## src/rci_pkg.sv

```systemverilog
// rci_pkg: shared constants and types for the reset-cause and init block
// assumes: 32-bit axi4-lite register bus, 8-bit core registers in low bits
package rci_pkg;

  // ----------------------------------------------------------------------
  // bus geometry
  // ----------------------------------------------------------------------
  localparam int unsigned ADDR_W = 12;
  localparam int unsigned DATA_W = 32;
  localparam int unsigned PC_W   = 13;
  localparam logic [1:0]  RESP_OKAY   = 2'h0;
  localparam logic [1:0]  RESP_SLVERR = 2'h2;

  // ----------------------------------------------------------------------
  // register indices (byte address = index * 4)
  // ----------------------------------------------------------------------
  localparam logic [7:0] IDX_TIMER_COUNT = 8'h01;
  localparam logic [7:0] IDX_CORE_STATUS = 8'h03;
  localparam logic [7:0] IDX_PERIPH_FLAG = 8'h0c;
  localparam logic [7:0] IDX_OPTION_CTRL = 8'h81;
  localparam logic [7:0] IDX_PORT_B_DIR  = 8'h86;
  localparam logic [7:0] IDX_RESET_CAUSE = 8'h8e;
  localparam logic [7:0] IDX_CONFIG_WORD = 8'h90;

  // ----------------------------------------------------------------------
  // field positions, masks and reset values
  // ----------------------------------------------------------------------
  localparam int unsigned ST_TIMEOUT_BIT  = 4;
  localparam int unsigned ST_PWRDOWN_BIT  = 3;
  localparam logic [7:0]  STATUS_RST      = 8'h18;
  localparam logic [7:0]  STATUS_SW_MASK  = 8'he7;
  localparam int unsigned CAUSE_POR_BIT   = 1;
  localparam int unsigned CAUSE_BOR_BIT   = 0;
  localparam logic [7:0]  CAUSE_MASK      = 8'h03;
  localparam logic [7:0]  CAUSE_RST       = 8'h00;
  localparam logic [7:0]  OPTION_RST      = 8'hff;
  localparam logic [7:0]  PORT_B_DIR_RST  = 8'hff;
  localparam int unsigned OPT_ASSIGN_BIT  = 3;
  localparam int unsigned OPT_RATIO_LSB   = 0;
  localparam int unsigned PIR_CMP_BIT     = 6;
  localparam logic [7:0]  PIR_MASK        = 8'h40;
  localparam logic [7:0]  PIR_RST         = 8'h00;
  localparam int unsigned CFG_OSC_LSB     = 0;
  localparam int unsigned CFG_BOD_EN_BIT  = 6;
  localparam logic [7:0]  CFG_MASK        = 8'h43;
  localparam logic [7:0]  CFG_RST         = 8'h43;
  localparam logic [12:0] PC_RESET_ADDR   = 13'h000;
  localparam logic [12:0] PC_INT_VECTOR   = 13'h004;
  localparam int unsigned WDT_LIMIT_DFLT  = 256;

  // ----------------------------------------------------------------------
  // types
  // ----------------------------------------------------------------------
  typedef enum logic [1:0] {
    low_power_crystal_mode,
    crystal_resonator_mode,
    high_speed_crystal_mode,
    resistor_capacitor_mode
  } rci_osc_mode_t;

  typedef enum logic [2:0] {
    cond_none,
    cond_brown_out,
    cond_ext_run,
    cond_ext_sleep,
    cond_wdt_reset,
    cond_wdt_wake,
    cond_int_wake
  } rci_cond_t;

  typedef enum logic [0:0] {
    pc_idle,
    pc_vector
  } rci_pc_state_t;

  // register index from a byte address
  function automatic logic [7:0] idx_of(input logic [ADDR_W-1:0] addr);
    idx_of = addr[9:2];
  endfunction : idx_of

endpackage : rci_pkg

```

## src/rci_prescaler.sv

```systemverilog
// rci_prescaler: shared 8-bit divider for timer or watchdog
// assumes: source ticks are one-cycle pulses on aclk
`timescale 1ns/1ps
module rci_prescaler
  import rci_pkg::*;
#(
  parameter int unsigned CNT_W = 8
) (
  // clock and reset
  input  wire logic       aclk,
  input  wire logic       aresetn,
  input  wire logic       ce,
  // control
  input  wire logic       assign_wdt,
  input  wire logic [2:0] ratio,
  input  wire logic       clear,
  // tick sources and outputs
  input  wire logic       timer_src,
  input  wire logic       wdt_src,
  output logic            timer_inc,
  output logic            wdt_step
);

  // ----------------------------------------------------------------------
  // divider decode
  // ----------------------------------------------------------------------
  logic [CNT_W-1:0] cnt_q;
  logic             assign_q;
  wire              src   = assign_wdt ? wdt_src : timer_src;
  wire  [3:0]       shift = assign_wdt ? {1'b0, ratio} : {1'b0, ratio} + 4'h1;
  wire  [8:0]       wide  = (9'h001 << shift) - 9'h001;
  wire  [CNT_W-1:0] mask  = wide[CNT_W-1:0];
  wire              swap  = assign_wdt != assign_q;
  wire              tap   = src && ((cnt_q & mask) == mask) && !swap;

  // only one consumer is divided, the other passes straight through
  assign timer_inc = assign_wdt ? (timer_src && !swap) : tap;
  assign wdt_step  = assign_wdt ? tap : (wdt_src && !swap);

  // ----------------------------------------------------------------------
  // counter, hidden from software
  // ----------------------------------------------------------------------
  always_ff @(posedge aclk) begin
    if (!aresetn) begin
      cnt_q    <= '0;
      assign_q <= 1'b1;
    end else if (ce) begin
      assign_q <= assign_wdt;
      if (clear || swap) begin
        cnt_q <= '0;
      end else if (src) begin
        cnt_q <= cnt_q + 1'b1;
      end
    end
  end

endmodule : rci_prescaler

```

## src/rci_top.sv

```systemverilog
// rci_top: reset-cause recording, init values, prescaler and watchdog
// assumes: aresetn low is the power-on reset; events are one-cycle pulses
//
// What this block does
// - power-on reset clears power-on flag
// - brown-out reset clears brown-out flag
// - cause bits 7-2 read zero, ignore writes
// - brown-out flag don't-care when detector off
// - one divider, timer or watchdog only
// - option low nibble selects owner, ratio
// - timer count write clears divider when timer owns it
// - watchdog clear clears watchdog, and divider when watchdog owns it
// - divider count has no software address
// - two config bits pick oscillator mode
// - crystal modes accept external clock input
// - resets load pc zero, wakes pc+1
// - interrupt wake with enable then vectors 0004h
// - status upper bits load per reset cause
// - interrupt wake and running pin reset status
// - cause register values per reset type
// - resets set option and port b dir
// - comparator wake sets peripheral flag bit 6
// - watchdog time-out clears time-out flag
// - watchdog divide ratios up to 1:128
// - clear and sleep clear watchdog, divider if watchdog owns it
`timescale 1ns/1ps
module rci_top
  import rci_pkg::*;
#(
  parameter int unsigned WDT_W     = 16,
  parameter int unsigned WDT_LIMIT = WDT_LIMIT_DFLT,
  parameter logic [7:0]  CFG_INIT  = CFG_RST
) (
  // clock, reset, enable
  input  wire logic              aclk,
  input  wire logic              aresetn,
  input  wire logic              ce,
  // axi4-lite write address and data
  input  wire logic [ADDR_W-1:0] awaddr,
  input  wire logic              awvalid,
  output logic                   awready,
  input  wire logic [DATA_W-1:0] wdata,
  input  wire logic [3:0]        wstrb,
  input  wire logic              wvalid,
  output logic                   wready,
  // axi4-lite write response
  output logic [1:0]             bresp,
  output logic                   bvalid,
  input  wire logic              bready,
  // axi4-lite read
  input  wire logic [ADDR_W-1:0] araddr,
  input  wire logic              arvalid,
  output logic                   arready,
  output logic [DATA_W-1:0]      rdata,
  output logic [1:0]             rresp,
  output logic                   rvalid,
  input  wire logic              rready,
  // core events
  input  wire logic              brown_out_evt,
  input  wire logic              ext_reset_evt,
  input  wire logic              int_wake_evt,
  input  wire logic              cmp_wake_evt,
  input  wire logic              global_interrupt_enable,
  input  wire logic              watchdog_clear_instr,
  input  wire logic              sleep_instr,
  input  wire logic [PC_W-1:0]   pc_current,
  // tick sources
  input  wire logic              timer_tick,
  input  wire logic              wdt_osc_tick,
  // core outputs
  output logic                   core_reset,
  output logic                   pc_load,
  output logic [PC_W-1:0]        pc_value,
  output logic                   sleeping,
  output logic [7:0]             option_value,
  output logic [7:0]             port_b_direction,
  output logic [1:0]             osc_mode,
  output logic                   ext_clock_ok
);

  // ----------------------------------------------------------------------
  // state
  // ----------------------------------------------------------------------
  logic                awready_q, wready_q, bvalid_q, arready_q, rvalid_q;
  logic [1:0]          bresp_q, rresp_q;
  logic [DATA_W-1:0]   rdata_q;
  logic                aw_hold_q, w_hold_q, wstrb0_q;
  logic [ADDR_W-1:0]   awaddr_q;
  logic [7:0]          wdata_q;
  logic [7:0]          status_q, cause_q, option_q, port_b_direction_q, pir_q, cfg_q;
  logic [7:0]          timer_count_q;
  logic [WDT_W-1:0]    wdt_cnt_q;
  logic                sleep_q, core_reset_q, pc_load_q;
  logic [PC_W-1:0]     pc_value_q;
  rci_osc_mode_t       osc_mode_q;
  logic                ext_clock_ok_q;
  rci_pc_state_t       pc_state_q;

  // ----------------------------------------------------------------------
  // bus decode
  // ----------------------------------------------------------------------
  wire        aw_take   = awvalid && awready_q;
  wire        w_take    = wvalid && wready_q;
  wire        ar_take   = arvalid && arready_q;
  wire        do_write  = aw_hold_q && w_hold_q && !bvalid_q;
  wire  [7:0] wr_idx    = idx_of(awaddr_q);
  wire  [7:0] rd_idx    = idx_of(araddr);
  wire        wr_en     = do_write && wstrb0_q;
  wire        wr_timer  = wr_en && (wr_idx == IDX_TIMER_COUNT);
  wire        wr_status = wr_en && (wr_idx == IDX_CORE_STATUS);
  wire        wr_pir    = wr_en && (wr_idx == IDX_PERIPH_FLAG);
  wire        wr_option = wr_en && (wr_idx == IDX_OPTION_CTRL);
  wire        wr_port_b_direction  = wr_en && (wr_idx == IDX_PORT_B_DIR);
  wire        wr_cause  = wr_en && (wr_idx == IDX_RESET_CAUSE);
  wire        wr_cfg    = wr_en && (wr_idx == IDX_CONFIG_WORD);

  // mapped check, the divider count has no index of its own
  function automatic logic is_mapped(input logic [7:0] idx);
    is_mapped = (idx == IDX_TIMER_COUNT) || (idx == IDX_CORE_STATUS) ||
                (idx == IDX_PERIPH_FLAG) || (idx == IDX_OPTION_CTRL) ||
                (idx == IDX_PORT_B_DIR)  || (idx == IDX_RESET_CAUSE) ||
                (idx == IDX_CONFIG_WORD);
  endfunction : is_mapped

  // read mux, narrow registers in the low byte
  wire  [7:0] rd_byte =
      (rd_idx == IDX_TIMER_COUNT) ? timer_count_q :
      (rd_idx == IDX_CORE_STATUS) ? status_q :
      (rd_idx == IDX_PERIPH_FLAG) ? pir_q :
      (rd_idx == IDX_OPTION_CTRL) ? option_q :
      (rd_idx == IDX_PORT_B_DIR)  ? port_b_direction_q :
      (rd_idx == IDX_RESET_CAUSE) ? (cause_q & CAUSE_MASK) :
      (rd_idx == IDX_CONFIG_WORD) ? cfg_q : 8'h00;

  // ----------------------------------------------------------------------
  // prescaler and watchdog
  // ----------------------------------------------------------------------
  wire       assign_wdt = option_q[OPT_ASSIGN_BIT];
  wire [2:0] ratio      = option_q[OPT_RATIO_LSB +: 3];
  wire       wdt_clear  = watchdog_clear_instr || sleep_instr;
  wire       ps_clear   = (wr_timer && !assign_wdt) ||
                          (wdt_clear && assign_wdt);
  wire       timer_inc;
  wire       wdt_step;
  wire       wdt_timeout = wdt_step && !wdt_clear &&
                           (wdt_cnt_q == WDT_W'(WDT_LIMIT - 1));

  rci_prescaler #(
    .CNT_W      (8)
  ) u_prescaler (
    .aclk       (aclk),
    .aresetn    (aresetn),
    .ce         (ce),
    .assign_wdt (assign_wdt),
    .ratio      (ratio),
    .clear      (ps_clear),
    .timer_src  (timer_tick),
    .wdt_src    (wdt_osc_tick),
    .timer_inc  (timer_inc),
    .wdt_step   (wdt_step)
  );

  // ----------------------------------------------------------------------
  // event resolution, highest first
  // ----------------------------------------------------------------------
  wire       bor_hit  = brown_out_evt && cfg_q[CFG_BOD_EN_BIT];
  wire       wake_hit = sleep_q && (int_wake_evt || cmp_wake_evt);
  rci_cond_t cond;
  assign cond = bor_hit                    ? cond_brown_out :
                (ext_reset_evt && sleep_q) ? cond_ext_sleep :
                ext_reset_evt              ? cond_ext_run :
                (wdt_timeout && sleep_q)   ? cond_wdt_wake :
                wdt_timeout                ? cond_wdt_reset :
                wake_hit                   ? cond_int_wake : cond_none;
  wire       is_reset = (cond == cond_brown_out) || (cond == cond_ext_run) ||
                        (cond == cond_ext_sleep) || (cond == cond_wdt_reset);
  wire       is_wake  = (cond == cond_wdt_wake) || (cond == cond_int_wake);

  // status value loaded for each condition, unchanged bits kept from the current value
  function automatic logic [7:0] status_for(input rci_cond_t c,
                                            input logic [7:0] cur);
    case (c)
      cond_brown_out: status_for = {3'h0, 2'h3, cur[2:0]};
      cond_ext_run:   status_for = {3'h0, cur[4:0]};
      cond_ext_sleep: status_for = {3'h0, 2'h2, cur[2:0]};
      cond_wdt_reset: status_for = {4'h0, cur[3:0]};
      cond_wdt_wake:  status_for = {cur[7:5], 2'h0, cur[2:0]};
      cond_int_wake:  status_for = {cur[7:5], 2'h2, cur[2:0]};
      default:        status_for = cur;
    endcase
  endfunction : status_for

  wire [7:0] status_sw = (status_q & ~STATUS_SW_MASK) | (wdata_q & STATUS_SW_MASK);
  wire [7:0] status_d  = status_for(cond, wr_status ? status_sw : status_q);
  wire [7:0] cause_sw  = wr_cause ? (wdata_q & CAUSE_MASK) : cause_q;
  wire [7:0] cause_d   = bor_hit ? (cause_sw & ~(8'h01 << CAUSE_BOR_BIT))
                                 : cause_sw;
  wire [7:0] pir_sw    = wr_pir ? (wdata_q & PIR_MASK) : pir_q;
  wire       cmp_set   = (cond == cond_int_wake) && cmp_wake_evt;
  wire [7:0] pir_d     = cmp_set ? (pir_sw | (8'h01 << PIR_CMP_BIT)) : pir_sw;
  wire [1:0] osc_sel   = cfg_q[CFG_OSC_LSB +: 2];

  // ----------------------------------------------------------------------
  // axi4-lite write channel
  // ----------------------------------------------------------------------
  always_ff @(posedge aclk) begin
    if (!aresetn) begin
      awready_q <= 1'b1;
      wready_q  <= 1'b1;
      aw_hold_q <= 1'b0;
      w_hold_q  <= 1'b0;
      awaddr_q  <= '0;
      wdata_q   <= 8'h00;
      wstrb0_q  <= 1'b0;
      bvalid_q  <= 1'b0;
      bresp_q   <= RESP_OKAY;
    end else if (ce) begin
      if (aw_take) begin
        aw_hold_q <= 1'b1;
        awaddr_q  <= awaddr;
        awready_q <= 1'b0;
      end
      if (w_take) begin
        w_hold_q <= 1'b1;
        wdata_q  <= wdata[7:0];
        wstrb0_q <= wstrb[0];
        wready_q <= 1'b0;
      end
      if (do_write) begin
        aw_hold_q <= 1'b0;
        w_hold_q  <= 1'b0;
        bvalid_q  <= 1'b1;
        bresp_q   <= is_mapped(wr_idx) ? RESP_OKAY : RESP_SLVERR;
      end
      if (bvalid_q && bready) begin
        bvalid_q  <= 1'b0;
        awready_q <= 1'b1;
        wready_q  <= 1'b1;
      end
    end
  end

  // ----------------------------------------------------------------------
  // axi4-lite read channel
  // ----------------------------------------------------------------------
  always_ff @(posedge aclk) begin
    if (!aresetn) begin
      arready_q <= 1'b1;
      rvalid_q  <= 1'b0;
      rdata_q   <= '0;
      rresp_q   <= RESP_OKAY;
    end else if (ce) begin
      if (ar_take) begin
        arready_q <= 1'b0;
        rvalid_q  <= 1'b1;
        rdata_q   <= {24'h000000, rd_byte};
        rresp_q   <= is_mapped(rd_idx) ? RESP_OKAY : RESP_SLVERR;
      end else if (rvalid_q && rready) begin
        rvalid_q  <= 1'b0;
        arready_q <= 1'b1;
      end
    end
  end

  // ----------------------------------------------------------------------
  // reset cause, status and flag registers
  // ----------------------------------------------------------------------
  always_ff @(posedge aclk) begin
    if (!aresetn) begin
      cause_q  <= CAUSE_RST;
      status_q <= STATUS_RST;
      pir_q    <= PIR_RST;
    end else if (ce) begin
      cause_q  <= cause_d;
      status_q <= status_d;
      pir_q    <= pir_d;
    end
  end

  // ----------------------------------------------------------------------
  // option, port b direction and config
  // ----------------------------------------------------------------------
  always_ff @(posedge aclk) begin
    if (!aresetn) begin
      option_q <= OPTION_RST;
      port_b_direction_q  <= PORT_B_DIR_RST;
      cfg_q    <= CFG_INIT & CFG_MASK;
    end else if (ce) begin
      if (is_reset) begin
        option_q <= OPTION_RST;
        port_b_direction_q  <= PORT_B_DIR_RST;
      end else begin
        if (wr_option) option_q <= wdata_q;
        if (wr_port_b_direction)  port_b_direction_q  <= wdata_q;
      end
      if (wr_cfg) cfg_q <= wdata_q & CFG_MASK;
    end
  end

  // ----------------------------------------------------------------------
  // oscillator mode and external clock acceptance
  // ----------------------------------------------------------------------
  always_ff @(posedge aclk) begin
    if (!aresetn) begin
      osc_mode_q     <= resistor_capacitor_mode;
      ext_clock_ok_q <= 1'b0;
    end else if (ce) begin
      osc_mode_q     <= rci_osc_mode_t'(osc_sel);
      ext_clock_ok_q <= (rci_osc_mode_t'(osc_sel) != resistor_capacitor_mode);
    end
  end

  // ----------------------------------------------------------------------
  // timer count and watchdog counter
  // ----------------------------------------------------------------------
  always_ff @(posedge aclk) begin
    if (!aresetn) begin
      timer_count_q <= 8'h00;
      wdt_cnt_q     <= '0;
    end else if (ce) begin
      if (wr_timer) begin
        timer_count_q <= wdata_q;
      end else if (timer_inc) begin
        timer_count_q <= timer_count_q + 8'h01;
      end
      if (wdt_clear || is_reset || is_wake) begin
        wdt_cnt_q <= '0;
      end else if (wdt_step) begin
        wdt_cnt_q <= wdt_cnt_q + 1'b1;
      end
    end
  end

  // ----------------------------------------------------------------------
  // sleep state and program counter loading
  // ----------------------------------------------------------------------
  always_ff @(posedge aclk) begin
    if (!aresetn) begin
      sleep_q      <= 1'b0;
      core_reset_q <= 1'b1;
      pc_load_q    <= 1'b1;
      pc_value_q   <= PC_RESET_ADDR;
      pc_state_q   <= pc_idle;
    end else if (ce) begin
      core_reset_q <= is_reset;
      pc_load_q    <= 1'b0;
      if (is_reset || is_wake) begin
        sleep_q <= 1'b0;
      end else if (sleep_instr) begin
        sleep_q <= 1'b1;
      end
      case (pc_state_q)
        pc_idle: begin
          if (is_reset) begin
            pc_load_q  <= 1'b1;
            pc_value_q <= PC_RESET_ADDR;
          end else if (is_wake) begin
            pc_load_q  <= 1'b1;
            pc_value_q <= pc_current + 13'h001;
            if (cond == cond_int_wake && global_interrupt_enable) begin
              pc_state_q <= pc_vector;
            end
          end
        end
        pc_vector: begin
          pc_load_q  <= 1'b1;
          pc_value_q <= is_reset ? PC_RESET_ADDR : PC_INT_VECTOR;
          pc_state_q <= pc_idle;
        end
        default: pc_state_q <= pc_idle;
      endcase
    end
  end

  // ----------------------------------------------------------------------
  // outputs
  // ----------------------------------------------------------------------
  assign awready          = awready_q;
  assign wready           = wready_q;
  assign bvalid           = bvalid_q;
  assign bresp            = bresp_q;
  assign arready          = arready_q;
  assign rvalid           = rvalid_q;
  assign rdata            = rdata_q;
  assign rresp            = rresp_q;
  assign core_reset       = core_reset_q;
  assign pc_load          = pc_load_q;
  assign pc_value         = pc_value_q;
  assign sleeping         = sleep_q;
  assign option_value     = option_q;
  assign port_b_direction = port_b_direction_q;
  assign osc_mode         = osc_mode_q;
  assign ext_clock_ok     = ext_clock_ok_q;

endmodule : rci_top

```

## config.mk

```make
export PLATFORM = sky130hd
export DESIGN_NAME = rci_top
export DESIGN_NICKNAME = d
export VERILOG_FILES = /design/src/rci_pkg.sv /design/src/rci_prescaler.sv /design/src/rci_top.sv
export SDC_FILE = /design/constraint.sdc
export NUM_CORES = 1
export LEC_CHECK = 0
export BUFFER_PORTS_ARGS = -buffer_cell sky130_fd_sc_hd__buf_2
export CAP_MARGIN = 20
export CORE_ASPECT_RATIO = 0.6
export CORE_MARGIN = 5
export CORE_UTILIZATION = 57
export DETAILED_ROUTE_END_ITERATION = 12
export PLACE_DENSITY = 0.86
export SLEW_MARGIN = 10
export SYNTH_ARGS = -nofsm -noshare
export SYNTH_HDL_FRONTEND = slang
export SYNTH_SLANG_ARGS = --single-unit
```

## constraint.sdc

```tcl
create_clock -name aclk -period 10.3 [get_ports aclk]
set_input_delay 1.03 -clock aclk [delete_from_list [all_inputs] [get_ports aclk]]
set_output_delay 1.03 -clock aclk [all_outputs]
set_load 0.02 [all_outputs]
```

* Word-level counts from Yosys, hierarchy flattened
Cells that the tools add are included.
** Word-level totals
- Bits in registers :: 134
- Input port bits :: 90
- Output and inout port bits :: 76
- Word-level logic and storage cells :: 219
** Operators by class
- $add $sub $neg :: 6
- Eq/ne operators :: 25
- Shift operators :: 1
- Multiplexer cells :: 62
- Bitwise operators :: 3
- Reduce and logical (&&, ||, !) cells :: 90
** Operator list (number)
- $mux W8 :: 16
- $eq A8 B8 Y1 const B :: 8
- $pmux W8 S6 :: 1
- $reduce_and A2 Y1 :: 20
- $mux W16 :: 2
- $logic_and A1 B1 Y1 :: 29
- $reduce_bool A2 Y1 :: 14
- $mux W13 :: 2
- $pmux W13 S2 :: 1
- $mux W1 :: 25
- $logic_or A1 B1 Y1 :: 23
- $mux W3 :: 7
- $mux W7 :: 3
- $add A16 B1 Y16 const B :: 1
- $add A8 B1 Y8 const B :: 2
- $eq A16 B8 Y1 const B :: 1
- $eq A8 B1 Y1 const B :: 2
- $eq A8 B2 Y1 const B :: 2
- $eq A8 B4 Y1 const B :: 2
- $add A13 B1 Y13 const B :: 1
- $eq A3 B3 Y1 const B :: 3
- $and A8 B8 Y8 :: 1
- $eq A8 B8 Y1 :: 1
- $or A5 B8 Y8 :: 1
- 13 further kinds :: 19

* Longest topological paths before layout
Gate-level depths: netlist (run 1).
- Depth after elaboration :: 24
- Gate-level depth with buffers :: 17
- Depth with buffers taken out :: 14

* By module
Synthesis (run 1) repeated with hierarchy kept, for this count alone.
** Second synthesis, totals
- Cell total of the unflattened synthesis :: 727
- Area, all modules :: 6148.4 sq um
** Modules (own cells, without submodules)
- rci_top :: times used 1, cells an instance 622, area each 5307.6 sq um, seq. area each 2162.1 sq um
- rci_prescaler :: times used 1, cells an instance 105, area each 840.8 sq um, seq. area each 180.2 sq um

* Worst setup path after synthesis (run 1)
Ideal clock, no wire load.
- Path type :: register -> register
- Start :: register option_q[0] (netlist: option_value[0])
- End :: register option_q[0] (netlist: option_value[0])
- Library setup time :: 0.117 ns
- Arrival :: 3.341 ns
- Required time :: 10.183 ns
- Setup slack :: 6.842 ns
- Stages on the path, launching flop included :: 17
- Buffers on the path :: 2
- Period minus slack after synthesis :: 3.458 ns
- Path through :: dfxtp_1 > ha_1 > nand3b_1 > o21ai_1 > a32o_1 > inv_1 > ha_1 > clkbuf_2 > a21oi_1 > a211oi_1 > a2111oi_2 > a2111oi_4 > a32oi_1 > nand2_1 > or3_1 > buf_2 > o22a_1
** On the way
- Word-level cells in the longest chain between the ends :: 22
- Elaborated cells between the ends (all ways) :: 27
- Classes of those cells :: add/sub (2); eq/ne (5); shift (1); mux (8); bitwise (1); reduce/logical (10)
** RTL lines
- start: declaration :: RTL line rci_top.sv:90 : logic [7:0] status_q, cause_q, option_q, port_b_direction_q, pir_q, cfg_q;
- start signal: assignment :: RTL line rci_top.sv:293 : if (wr_option) option_q <= wdata_q;
- $add A3 B1 Y4 :: RTL line rci_prescaler.sv:30 : wire [3:0] shift = assign_wdt ? {1'b0, ratio} : {1'b0, ratio} + 4'h1;
- $mux W4 (*) :: RTL line rci_prescaler.sv:30
- $shl A1 B4 Y8 (*) :: RTL line rci_prescaler.sv:31 : wire [8:0] wide = (9'h001 << shift) - 9'h001;
- $sub A8 B1 Y8 (*) :: RTL line rci_prescaler.sv:31
- $and A8 B8 Y8 :: RTL line rci_prescaler.sv:34 : wire tap = src && ((cnt_q & mask) == mask) && !swap;
- $eq A8 B8 Y1 (*) :: RTL line rci_prescaler.sv:34
- $logic_and A1 B1 Y1 (*) (2 in a row) :: RTL line rci_prescaler.sv:34
- $mux W1 (*) :: RTL line rci_prescaler.sv:38 : assign wdt_step = assign_wdt ? tap : (wdt_src && !swap);
- (+4 left out)
- $mux W3 (*) :: RTL line rci_top.sv:171 : ext_reset_evt ? cond_ext_run :
- $mux W3 (*) :: RTL line rci_top.sv:170 : (ext_reset_evt && sleep_q) ? cond_ext_sleep :
- $mux W3 (*) :: RTL line rci_top.sv:169 : assign cond = bor_hit ? cond_brown_out :
- $eq A3 B1 Y1 or $eq A3 B2 Y1 (tied branches) :: RTL line rci_top.sv:175 : wire is_reset = (cond == cond_brown_out) || (cond == cond_ext_run) ||
- $logic_or A1 B1 Y1 (2 in a row) :: RTL line rci_top.sv:175
- $logic_or A1 B1 Y1 (*) :: RTL line rci_top.sv:176 : (cond == cond_ext_sleep) || (cond == cond_wdt_reset);
- $reduce_bool A2 Y1 (no source line)
- $reduce_and A2 Y1 (no source line)
Mark *: on every way between the ends. The rest lies on a longest branch, timed or not.
A chain may end at the register's enable or synchronous reset.

* Worst setup path after layout (run 1)
- Start :: register option_q[0] (netlist: option_value[0])
- End :: register port_b_direction_q[3] (netlist: port_b_direction[3])
** On the way
- Word-level cells in the longest chain between the ends :: 22
- Elaborated cells between the ends (all ways) :: 27
- Classes of those cells :: add/sub (2); eq/ne (5); shift (1); mux (8); bitwise (1); reduce/logical (10)
** RTL lines
- $add A3 B1 Y4 :: RTL line rci_prescaler.sv:30
- $mux W4 (*) :: RTL line rci_prescaler.sv:30
- $shl A1 B4 Y8 (*) :: RTL line rci_prescaler.sv:31
- $sub A8 B1 Y8 (*) :: RTL line rci_prescaler.sv:31
- $and A8 B8 Y8 :: RTL line rci_prescaler.sv:34
- $eq A8 B8 Y1 (*) :: RTL line rci_prescaler.sv:34
- $logic_and A1 B1 Y1 (*) (2 in a row) :: RTL line rci_prescaler.sv:34
- $mux W1 (*) :: RTL line rci_prescaler.sv:38
- (+4 left out)
- $mux W3 (*) :: RTL line rci_top.sv:171
- $mux W3 (*) :: RTL line rci_top.sv:170
- $mux W3 (*) :: RTL line rci_top.sv:169
- $eq A3 B1 Y1 or $eq A3 B2 Y1 (tied branches) :: RTL line rci_top.sv:175
- $logic_or A1 B1 Y1 (2 in a row) :: RTL line rci_top.sv:175
- $logic_or A1 B1 Y1 (*) :: RTL line rci_top.sv:176
- $reduce_bool A2 Y1 (no source line)
- $reduce_and A2 Y1 (no source line)
- end signal: assignment :: RTL line rci_top.sv:294 : if (wr_port_b_direction) port_b_direction_q <= wdata_q;
- end: declaration :: RTL line rci_top.sv:90
Marks and branches as above.

==> flow_summary.ini, run 1 <==
[outcome]
status = finished, final reports clean

[yosys]
yosys-top-cells-area = dfxtp_1 (38%), nand2_1 (6.3%), buf_4 (3.9%)
synth_top_family_by_area = simple AND/OR/NAND/NOR gates
synth_mux_area_share_pct = 2.34
synth_area_per_cell_sq_um = 8.47
synth_xor_area_share_pct = 4.87
synth_area_sq_mm = 0.00609
async_reset_ff_share_pct = 0
synth_top_area_share_pct = 38.5
synth-simple-area-share_pct = 24.2
synth.distinct_cells = 77
yosysTopAreaCell = dfxtp_1
ys_ff_latch = 117
ys.flop_type = dfxtp_1
yosysWarnings = 0
synthAdderAreaFrac_pct = 1.23
synth_compound_area_share_pct = 21.6
syn_inst = 719
ys_seq_area_share_pct = 38.5
synth_edf_count = 0

[cts]
clk_pin_slew_ns = 0.06
cts_setup_buffers = 0
cts_tree = yes
cts_buffers = 17
ctsHoldBuffers = 0
cts_resized = 0
cts-htree-levels = 4
clock-sinks = 117
clk_latency_ns = 0.42
cts.path.max_buffers = 2
cts_root_buffer = clkbuf_16

[power]
ir_worst_vdd_v = 0.000137
seqPwrFrac_pct = 40.0
power_frac_comb_pct = 6.9
p_clk_share_pct = 53.1
powerDensity_mw_per_mm2 = 165
p_sw_w = 0.000296
p_int_w = 0.000880
netSwitchingFraction_pct = 25.2
p_leak_nw = 2.86

[detailed_routing]
wl_um = 16800
ant_nets = 0
wire_per_inst_um = 17.5
dr.first_iter.drc_count = 504
route.detailed.drc = 0
vias_per_cell = 6.02
firstDrtPassIters = 5
vias = 5757

[worst_setup_path]
worstPathCellList = ha_1 -> xor2_2 -> nor4_1 -> a31oi_1 -> ha_1 -> nor2b_1 -> a211oi_1 -> a2111oi_2 -> a2111oi_4 -> a32oi_1 -> nand2_1 -> or3_1 -> o22a_1
rrSetupSlack_ns = 6.05
crit_top_cell = ha_1
crit_cells = 13
startpoint = option_value[0]
critical_path.max_fanout = 17
timing.rr.end = port_b_direction[3]
cp-end-kind = flop
max_stage_delay_ns = 0.71
slowest_stage = dfxtp_1
required_ns = 10.60
reg2reg_from = option_value[0]
reg2regPathDepth = 13
crit_family = compound AO/OA/AOI/OAI gates
start_kind = flop
path_buf_inv = 0
cp_data_arrival_time_ns = 4.55
critPathKind = reg -> reg

[sta]
timing.final.ws_setup_ns = 6.05
timing.final.crit_share_pct = 41.2
rsz0062_at_grt = false
slew_viol_final = 0
finalSetupViolCount = 0
max_slew.worst_pin.slew_ns = 1.05
min_period_ns = 4.25
hold_ws_ns = 0.457
finalClockSkew_ns = 0.0108
slew_headroom_pct = 29.6
max_freq_ghz = 0.235
tns_ns = 0
hold_viol = 0

[layout]
drive_gt1_share_pct = 20.8
nNetsFinal = 901
final_area_sq_mm = 0.00715
layout.cells.non_filler = 957
antenna_cells = 0
syn_to_final_growth_pct = 17.4

[placement]
routabilityCongestion = 0.897
dp_slack_ns = 6.15
dp_hpwl_um = 12100
port_buffers = 104
placedCellCount = 925
detailed_place.area_sq_mm = 0.00652

[grt]
grt_usage_pct = 25.7
grt_pass1_wl_um = 27000
antenna_found_initial = 0
grt_pass1_vias = 5427
grt.overflow.total = 0
grt_max_degree = 49

[min_path]
hp-class = reg -> reg
holdPathEnd = rresp[1]
hold_depth = 2
min_from = rresp[1]

[floorplanning]
start_util_pct = 58.1
die-width_um = 143
die-area_sq_mm = 0.0129
row_count = 29
ios = 166
die_y_um = 90.1
fp.coreArea_sq_mm = 0.0105

[job]
cap_violations = 0
[synth_stat cells (8+ instances only)]
cell and count:
a21oi_1 46, a22oi_1 11, a31oi_1 9, and3_1 17, buf_4 32, clkbuf_1 21
dfxtp_1 117, inv_1 14, mux2i_1 12, nand2_1 103, nand2b_1 12, nand3_1 38
nand4_1 11, nor2_1 60, nor4_1 8, o211ai_1 9, o21ai_0 16, o22a_1 18
o2bb2ai_2 10, xnor2_1 9, xor2_1 23
[sequential cells by signal, summed over array words and instances, names as in the netlist, 2 cells and up, named ones only]
register,count
u_prescaler.cnt_q,8
timer_count_q,8
awaddr_q,8
cfg_q,3
wdata_q,8
cause_q,2
port_b_direction,8
rdata,8
wdt_cnt_q,16
status_q,6
osc_mode,2
pc_value,13
option_value,8
[tightest hold or removal path, cell delays in order (launching register included)]
cell     delay, ns
dfxtp_1       0.31
nand2_1       0.05
a21oi_1       0.05
[how the worst max path moves through the flow]
stage / end / slack (ns)
global placement: port_b_direction[7] / 6.23
finish: port_b_direction[3] / 6.05
global route: port_b_direction[3] / 5.76
floorplan: option_value[0] / 6.84
detailed placement: pc_value[1] / 6.15
CTS: port_b_direction[3] / 6.06
[power groups by stage]
stage,logic (W),registers [W],clock network (W)
finish,0.0000812,0.000471,0.000625
global route,0.0000883,0.000472,0.000654
CTS,0.0000798,0.000470,0.000630
detailed placement,0.0000789,0.000480,0
global placement,0.0000761,0.000479,0
floorplan,0.0000576,0.000480,0
[stage by stage]
stage	power [W]	utilization [%]
5_1_grt	0.00121	68.2
3_3_place_gp	0.000555	62.1
3_5_place_dp	0.000559	62.2
2_1_floorplan	0.000538	-
4_1_cts	0.00118	68.2
6_report	0.00118	68.2
[per-layer routing]
metal	GRT usage, %	share of wire, %
met1	34.7	43
met2	40.2	47
met3	6.79	9.0
met4	7.76	1.4
met5	0	0
[kinds of logic (layout without fill, tap and decap cells)]
kind of cell / count (synthesis) / count (layout)
AND/OR/NAND/NOR: 299 / 299
buffers and inverters: 80 / 154
multiplexers: 14 / 14
other: 1 / 26
AO/OA/AOI/OAI: 169 / 169
adder cells (fa/ha/maj): 6 / 6
flip-flops: 117 / 117
XOR/XNOR: 33 / 33
[final cells by class]
class | count | area (sq um)
Inverter | 14 | 52.6
Multi-Input combinational cell | 547 | 3400
Timing Repair Buffer | 108 | 548
Sequential cell | 117 | 2340
Fill cell | 817 | 3330
Clock inverter | 14 | 193
Clock buffer | 18 | 439
Tap cell | 139 | 174
[placed cells by master, fill, tap and decap left out, types with 5 or more instances in the layout]
cell | netlist | final
and3_1 | 17 | 17
buf_2 | 7 | 105
nor3_1 | 7 | 7
xor2_1 | 23 | 23
a21oi_1 | 46 | 46
clkbuf_16 | 0 | 17
a22oi_1 | 11 | 11
o211ai_1 | 9 | 9
nand2b_1 | 12 | 12
nand3_1 | 38 | 38
conb_1 | 1 | 26
dfxtp_1 | 117 | 117
o21ai_0 | 16 | 16
inv_1 | 14 | 14
ha_1 | 6 | 6
o2bb2ai_2 | 10 | 10
o22a_1 | 18 | 18
nand2_1 | 103 | 103
clkinv_4 | 0 | 5
nor4_1 | 8 | 8
and2_1 | 5 | 5
nor2b_1 | 6 | 6
xnor2_1 | 9 | 9
mux2i_1 | 12 | 12
a31oi_1 | 9 | 9
nor2_1 | 60 | 60
nand4_1 | 11 | 11
No activity file was read; power rests on OpenSTA's default activity.
==> run 2: changes to the inputs <==
Settings changed: ABC_AREA from default to 1, CORE_UTILIZATION 57 to 54, PLACE_DENSITY 0.86 to 0.81.
Clock period 10.3 ns to 4.4 ns, I/O delays scaled along.
==> run 2 against run 1 <==
Net effect:
- first-iteration DRC count grew 61%
- global-route usage shrank 0.20 points
- die area grew 14%
- largest cell class unchanged
==> flow_summary.ini, run 2 <==
[outcome]
status = finished, final reports clean

[sta]
min_period_ns = 3.86
slew_viol_final = 0
tns_ns = 0
rsz0062_at_grt = false
slew_headroom_pct = 36.3
finalClockSkew_ns = 0.00865
max_freq_ghz = 0.259
finalSetupViolCount = 0
timing.final.ws_setup_ns = 0.539
max_slew.worst_pin.slew_ns = 0.955
timing.final.crit_share_pct = 87.8
hold_viol = 0

[cts]
cts_root_buffer = clkbuf_16
cts-htree-levels = 4
cts_tree = yes
cts_buffers = 17
cts_setup_buffers = 0
cts_resized = 0
cts.path.max_buffers = 2
clock-sinks = 117
clk_latency_ns = 0.42
ctsHoldBuffers = 0
clk_pin_slew_ns = 0.06

[power]
seqPwrFrac_pct = 38.7
ir_worst_vdd_v = 0.000323
powerDensity_mw_per_mm2 = 385
netSwitchingFraction_pct = 27.7
p_sw_w = 0.000825
power_frac_comb_pct = 13.4
p_int_w = 0.00216
p_leak_nw = 3.43
p_clk_share_pct = 48.0

[layout]
drive_gt1_share_pct = 19.2
max_flop_register = wdt_cnt_q
layout_commonest_cell = nand2_1
antenna_cells = 0
mostFrequentLayoutCells = nand2_1 (211), dfxtp_1 (117), inv_1 (106)
nNetsFinal = 1155
n_fill_cell = 1071
syn_to_final_growth_pct = 16.5
largest_reg_flops = 16

[yosys]
synth_area_per_cell_sq_um = 6.88
synth_area_sq_mm = 0.00665
yosys-top-cells-area = dfxtp_1 (35%), nand2_1 (12%), inv_1 (6.0%)
ys_ff_latch = 117
yosysTopAreaCell = dfxtp_1
yosysMostFrequentCell = nand2_1
ys.flop_type = dfxtp_1
synth_edf_count = 0
yosysWarnings = 0
synth_top_cells_by_count = nand2_1 (211), dfxtp_1 (117), inv_1 (106)
synth_top_area_share_pct = 35.2
ys_seq_area_share_pct = 35.2
synth.distinct_cells = 48
syn_inst = 967
async_reset_ff_share_pct = 0

[grt]
grt.overflow.total = 0
grt_max_degree = 43
met1_usage_pct = 38.4
busiest_layer = met1
grt_usage_pct = 25.5
antenna_found_initial = 0
grt_pass1_vias = 5980
use_met2_pct = 35.5
grt_pass1_wl_um = 30300
grt_util_met3_pct = 6.29

[detailed_routing]
vias = 6773
wl_um = 18700
route.detailed.drc = 0
ant_nets = 0
wire_per_inst_um = 15.1
firstDrtPassIters = 6
dr.first_iter.drc_count = 812
vias_per_cell = 5.48

[worst_setup_path]
start_kind = flop
required_ns = 4.67
cp_data_arrival_time_ns = 4.13
critPathKind = reg -> reg
cp-end-kind = flop
worstPathCellList = inv_2 -> nand2_2 -> nand2_1 -> nor2_1 -> nand2_1 -> ha_1 -> or2_2 -> nand3_1 -> nor2_1 -> nand2_1 -> inv_1 -> nand3_1 -> nor2_2 -> nand3_2 -> nand2_1 -> nand3_2 -> a21boi_2 -> nand3_4 -> nand3_4 -> nand2_2 -> nand2_1 -> nand3_1
slowest_stage = dfxtp_1
reg2regPathDepth = 22
crit_top_cell = nand2_1
critical_path.max_fanout = 25
max_stage_delay_ns = 0.65

[floorplanning]
die_y_um = 96.0
fp.coreArea_sq_mm = 0.0121
ios = 166
die-area_sq_mm = 0.0147
row_count = 31
die-width_um = 153
start_util_pct = 55.1

[min_path]
hp-class = in -> reg
hold_depth = 3

[placement]
dp_slack_ns = 0.739
dp_hpwl_um = 13600
routabilityCongestion = 0.902
port_buffers = 104

[job]
cap_violations = 0
[run 2: layout make-up]
type                    count  area (sq um)  area share, %
well taps                 165           206           2.66
clock buffers              21           460           5.94
inverters                 112           420           5.43
repair buffers            109           558           7.20
multi-input cells         702          3610           46.6
flip-flops and latches    117          2340           30.2
clock inverters            11           150           1.94
[run 2: cell families after synthesis]
| logic type | after synthesis | share of synthesized area, % |
|---|---|---|
| xor+xnor | 26 | 3.42 |
| flops | 117 | 35.2 |
| buf+inv | 173 | 11.9 |
| compound gates | 172 | 14.8 |
| fa+ha+maj | 6 | 1.13 |
| simple gates | 472 | 33.5 |
| other cells | 1 | 0.0564 |
[run 2: metal layers]
| layer | vias to the layer above | part of all wire (%) |
|---|---|---|
| met3 | 34 | 12 |
| li1 | 3329 | - |
| met1 | 3057 | 47 |
| met5 | - | 0 |
| met2 | 353 | 40 |
| met4 | 0 | 1.6 |
[run 2: power by group through the flow]
stage,clock [W],combinational [W],sequential [W]
2_1_floorplan,0,0.000269,0.00119
3_3_place_gp,0,0.000383,0.00117
3_5_place_dp,0,0.000389,0.00117
4_1_cts,0.00143,0.000394,0.00115
5_1_grt,0.00148,0.000443,0.00116
6_report,0.00143,0.000399,0.00115
[run 2: worst paths after layout]
kind	start	endpoint	slack (ns)
min reg2reg	wstrb0_q	wstrb0_q	0.45
max reg2reg	option_value[3]	port_b_direction[7]	0.54
max	option_value[3]	port_b_direction[7]	0.54
min	awaddr[8]	awaddr_q[8]	0.28
[run 2: metrics by stage]
| step | instance area (sq um) | hold slack (ns) | util (%) | total power, W | instances |
|---|---|---|---|---|---|
| 4_1_cts | 7750 | 0.273 | 64.2 | 0.00297 | 1237 |
| 5_1_grt | 7750 | 0.294 | 64.2 | 0.00308 | 1237 |
| 3_3_place_gp | 7140 | 0.441 | 59.2 | 0.00155 | 1205 |
| 2_1_floorplan | 6740 | 0.425 | - | 0.00146 | 992 |
| 3_5_place_dp | 7140 | 0.451 | 59.2 | 0.00156 | 1205 |
| 6_report | 7750 | 0.277 | 64.2 | 0.00298 | 1237 |
[run 2: critical path: cells and delay by family, from the launching register on]
kind | cells | cell delay [ns]
and+or+nand+nor | 18 | 2.27
buffers and inverters | 2 | 0.26
DFF | 1 | 0.65
adders and majority gates | 1 | 0.28
AOI/OAI and AO/OA | 1 | 0.25
==> run 3: changes to the inputs <==
Settings changed: CORE_UTILIZATION 54 to 40, PLACE_DENSITY 0.81 to default.
==> run 3 against run 2 <==
Net effect:
- utilization fell by 16 points
- cell count rose by 5.2%
- global-route usage fell by 5.5 points
- via count fell by 4.4%
- fmax rose by 4.0%
- largest cell class unchanged
- critical path type unchanged
- cell area rose by 1.1%
- largest power group unchanged
- clock skew rose by 0.0035 ns
- hold slack barely moved
- count of clock-buffer cells in the layout fell by 1
- highest routed layer unchanged
- register-to-register slack improved by 0.15 ns
==> flow_summary.ini, run 3 (synthesis results as in run 2) <==
[outcome]
status = finished, final reports clean

[floorplanning]
row_count = 36
ios = 166
die-width_um = 176
fp.coreArea_sq_mm = 0.0163
start_util_pct = 40.9
die-area_sq_mm = 0.0194
die_y_um = 110

[detailed_routing]
vias_per_cell = 4.97
route.detailed.drc = 0
dr.first_iter.drc_count = 672
wl_um = 19300
firstDrtPassIters = 5
vias = 6472
ant_nets = 0
wire_per_inst_um = 14.9

[power]
power_frac_comb_pct = 13.5
powerDensity_mw_per_mm2 = 380
netSwitchingFraction_pct = 28.6
ir_worst_vdd_v = 0.000251
seqPwrFrac_pct = 38.6
p_leak_nw = 3.44
p_int_w = 0.00212
p_sw_w = 0.000850
p_clk_share_pct = 47.8
power_w = 0.00297

[sta]
slew_viol_final = 0
min_period_ns = 3.71
finalClockSkew_ns = 0.0122
hold_viol = 0
timing.final.crit_share_pct = 84.4
tns_ns = 0
max_freq_ghz = 0.269
max_slew.worst_pin.slew_ns = 0.976
timing.final.ws_setup_ns = 0.686
slew_headroom_pct = 34.3
finalSetupViolCount = 0
rsz0062_at_grt = false

[worst_setup_path]
critical_path.max_fanout = 25
start_kind = flop
startpoint = option_value[0]
cp_data_arrival_time_ns = 4.00
timing.rr.end = port_b_direction[4]
reg2regPathDepth = 24
required_ns = 4.69
reg2reg_from = option_value[0]
cp-end-kind = flop
rrSetupSlack_ns = 0.69
critPathKind = reg -> reg

[cts]
cts_root_buffer = clkbuf_16
cts_buffers = 17
cts.path.max_buffers = 2
cts_tree = yes
ctsHoldBuffers = 0
cts_resized = 0
clk_pin_slew_ns = 0.06
cts-htree-levels = 4
clk_latency_ns = 0.42
cts_setup_buffers = 0
clock-sinks = 117

[grt]
met1_usage_pct = 32.4
use_met2_pct = 25.7
grt_util_met3_pct = 4.74
grt_usage_pct = 20.0
grt_max_degree = 49
grt_pass1_wl_um = 30600
busiest_layer = met1
grt_pass1_vias = 5781
grt.overflow.total = 0
antenna_found_initial = 0

[job]
cap_violations = 0

[layout]
antenna_cells = 0
max_flop_register = wdt_cnt_q
largest_reg_flops = 16
layout_commonest_cell = nand2_1
mostFrequentLayoutCells = nand2_1 (211), dfxtp_1 (117), inv_1 (106)
final_area_sq_mm = 0.00783
final_core_util_pct = 48.2
drive_gt1_share_pct = 19.5
syn_to_final_growth_pct = 17.8
n_fill_cell = 1708
nNetsFinal = 1156

[placement]
dp_hpwl_um = 14500
detailed_place.area_sq_mm = 0.00722
dp_slack_ns = 0.713
port_buffers = 104
routabilityCongestion = 0.838

[min_path]
holdPathEnd = awaddr_q[4]
hold_depth = 3
hp-class = in -> reg
min_from = awaddr[4]
[run 3: cell count changes in the layout (fill, tap and decap cells not counted)]
cell	change
inv_6	+4
buf_4	+1
clkinv_4	-1
bufinv_16	-1
clkbuf_1	-2
clkbuf_8	+1
clkinv_2	-1
[run 3: worst max path at each step]
stage	endpoint	slack (ns)	depth (start not counted)
5_1_grt	wdt_cnt_q[5]	0.28	27
2_1_floorplan	pc_value[10]	1.37	26
3_3_place_gp	option_value[0]	0.76	24
3_5_place_dp	option_value[4]	0.71	24
4_1_cts	option_value[4]	0.70	24
6_report	port_b_direction[4]	0.69	24
[run 3: area by class of cell]
| type | instances | area, sq um | area share (%) |
|---|---|---|---|
| clock inverters | 12 | 141 | 1.81 |
| inverters | 112 | 420 | 5.37 |
| repair buffers | 110 | 566 | 7.22 |
| multi-input cells | 702 | 3610 | 46.1 |
| clock buffers | 20 | 467 | 5.96 |
| flip-flops and latches | 117 | 2340 | 29.9 |
| well taps | 228 | 285 | 3.64 |
[run 3: metal layers]
metal	vias up	part of all wire, %
li1	3320	-
met1	2908	55
met2	233	36
met3	11	7.8
met4	0	0.62
met5	-	0
[run 3: worst max-delay path, stage by stage (launching register included)]
cell      delay (ns)
dfxtp_1         0.46
ha_1            0.28
inv_1           0.06
nand2_1         0.06
nand2_2         0.10
inv_1           0.06
nor2_1          0.13
nand2_1         0.07
ha_1            0.29
or2_2           0.10
nand3_1         0.08
nor2_1          0.09
nand2_1         0.05
inv_1           0.04
nand3_1         0.08
nor2_2          0.09
nand3_2         0.12
nand2_1         0.10
nand3_2         0.14
a21boi_2        0.25
nand3_4         0.34
nand3_4         0.26
nand2_2         0.16
nand2_1         0.11
nand3_1         0.06
[run 3: power groups by stage]
stage	clock network [W]	registers [W]	logic, W
final	0.00142	0.00115	0.000402
after global placement	0	0.00117	0.000396
after floorplan	0	0.00119	0.000269
after CTS	0.00145	0.00115	0.000400
after detailed placement	0	0.00117	0.000398
after global routing	0.00149	0.00115	0.000450
[run 3: through the flow]
step | instances | hold slack (ns)
final | 1301 | 0.277
after detailed placement | 1269 | 0.444
after global placement | 1269 | 0.439
after global routing | 1301 | 0.279
after floorplan | 992 | 0.425
after CTS | 1301 | 0.267
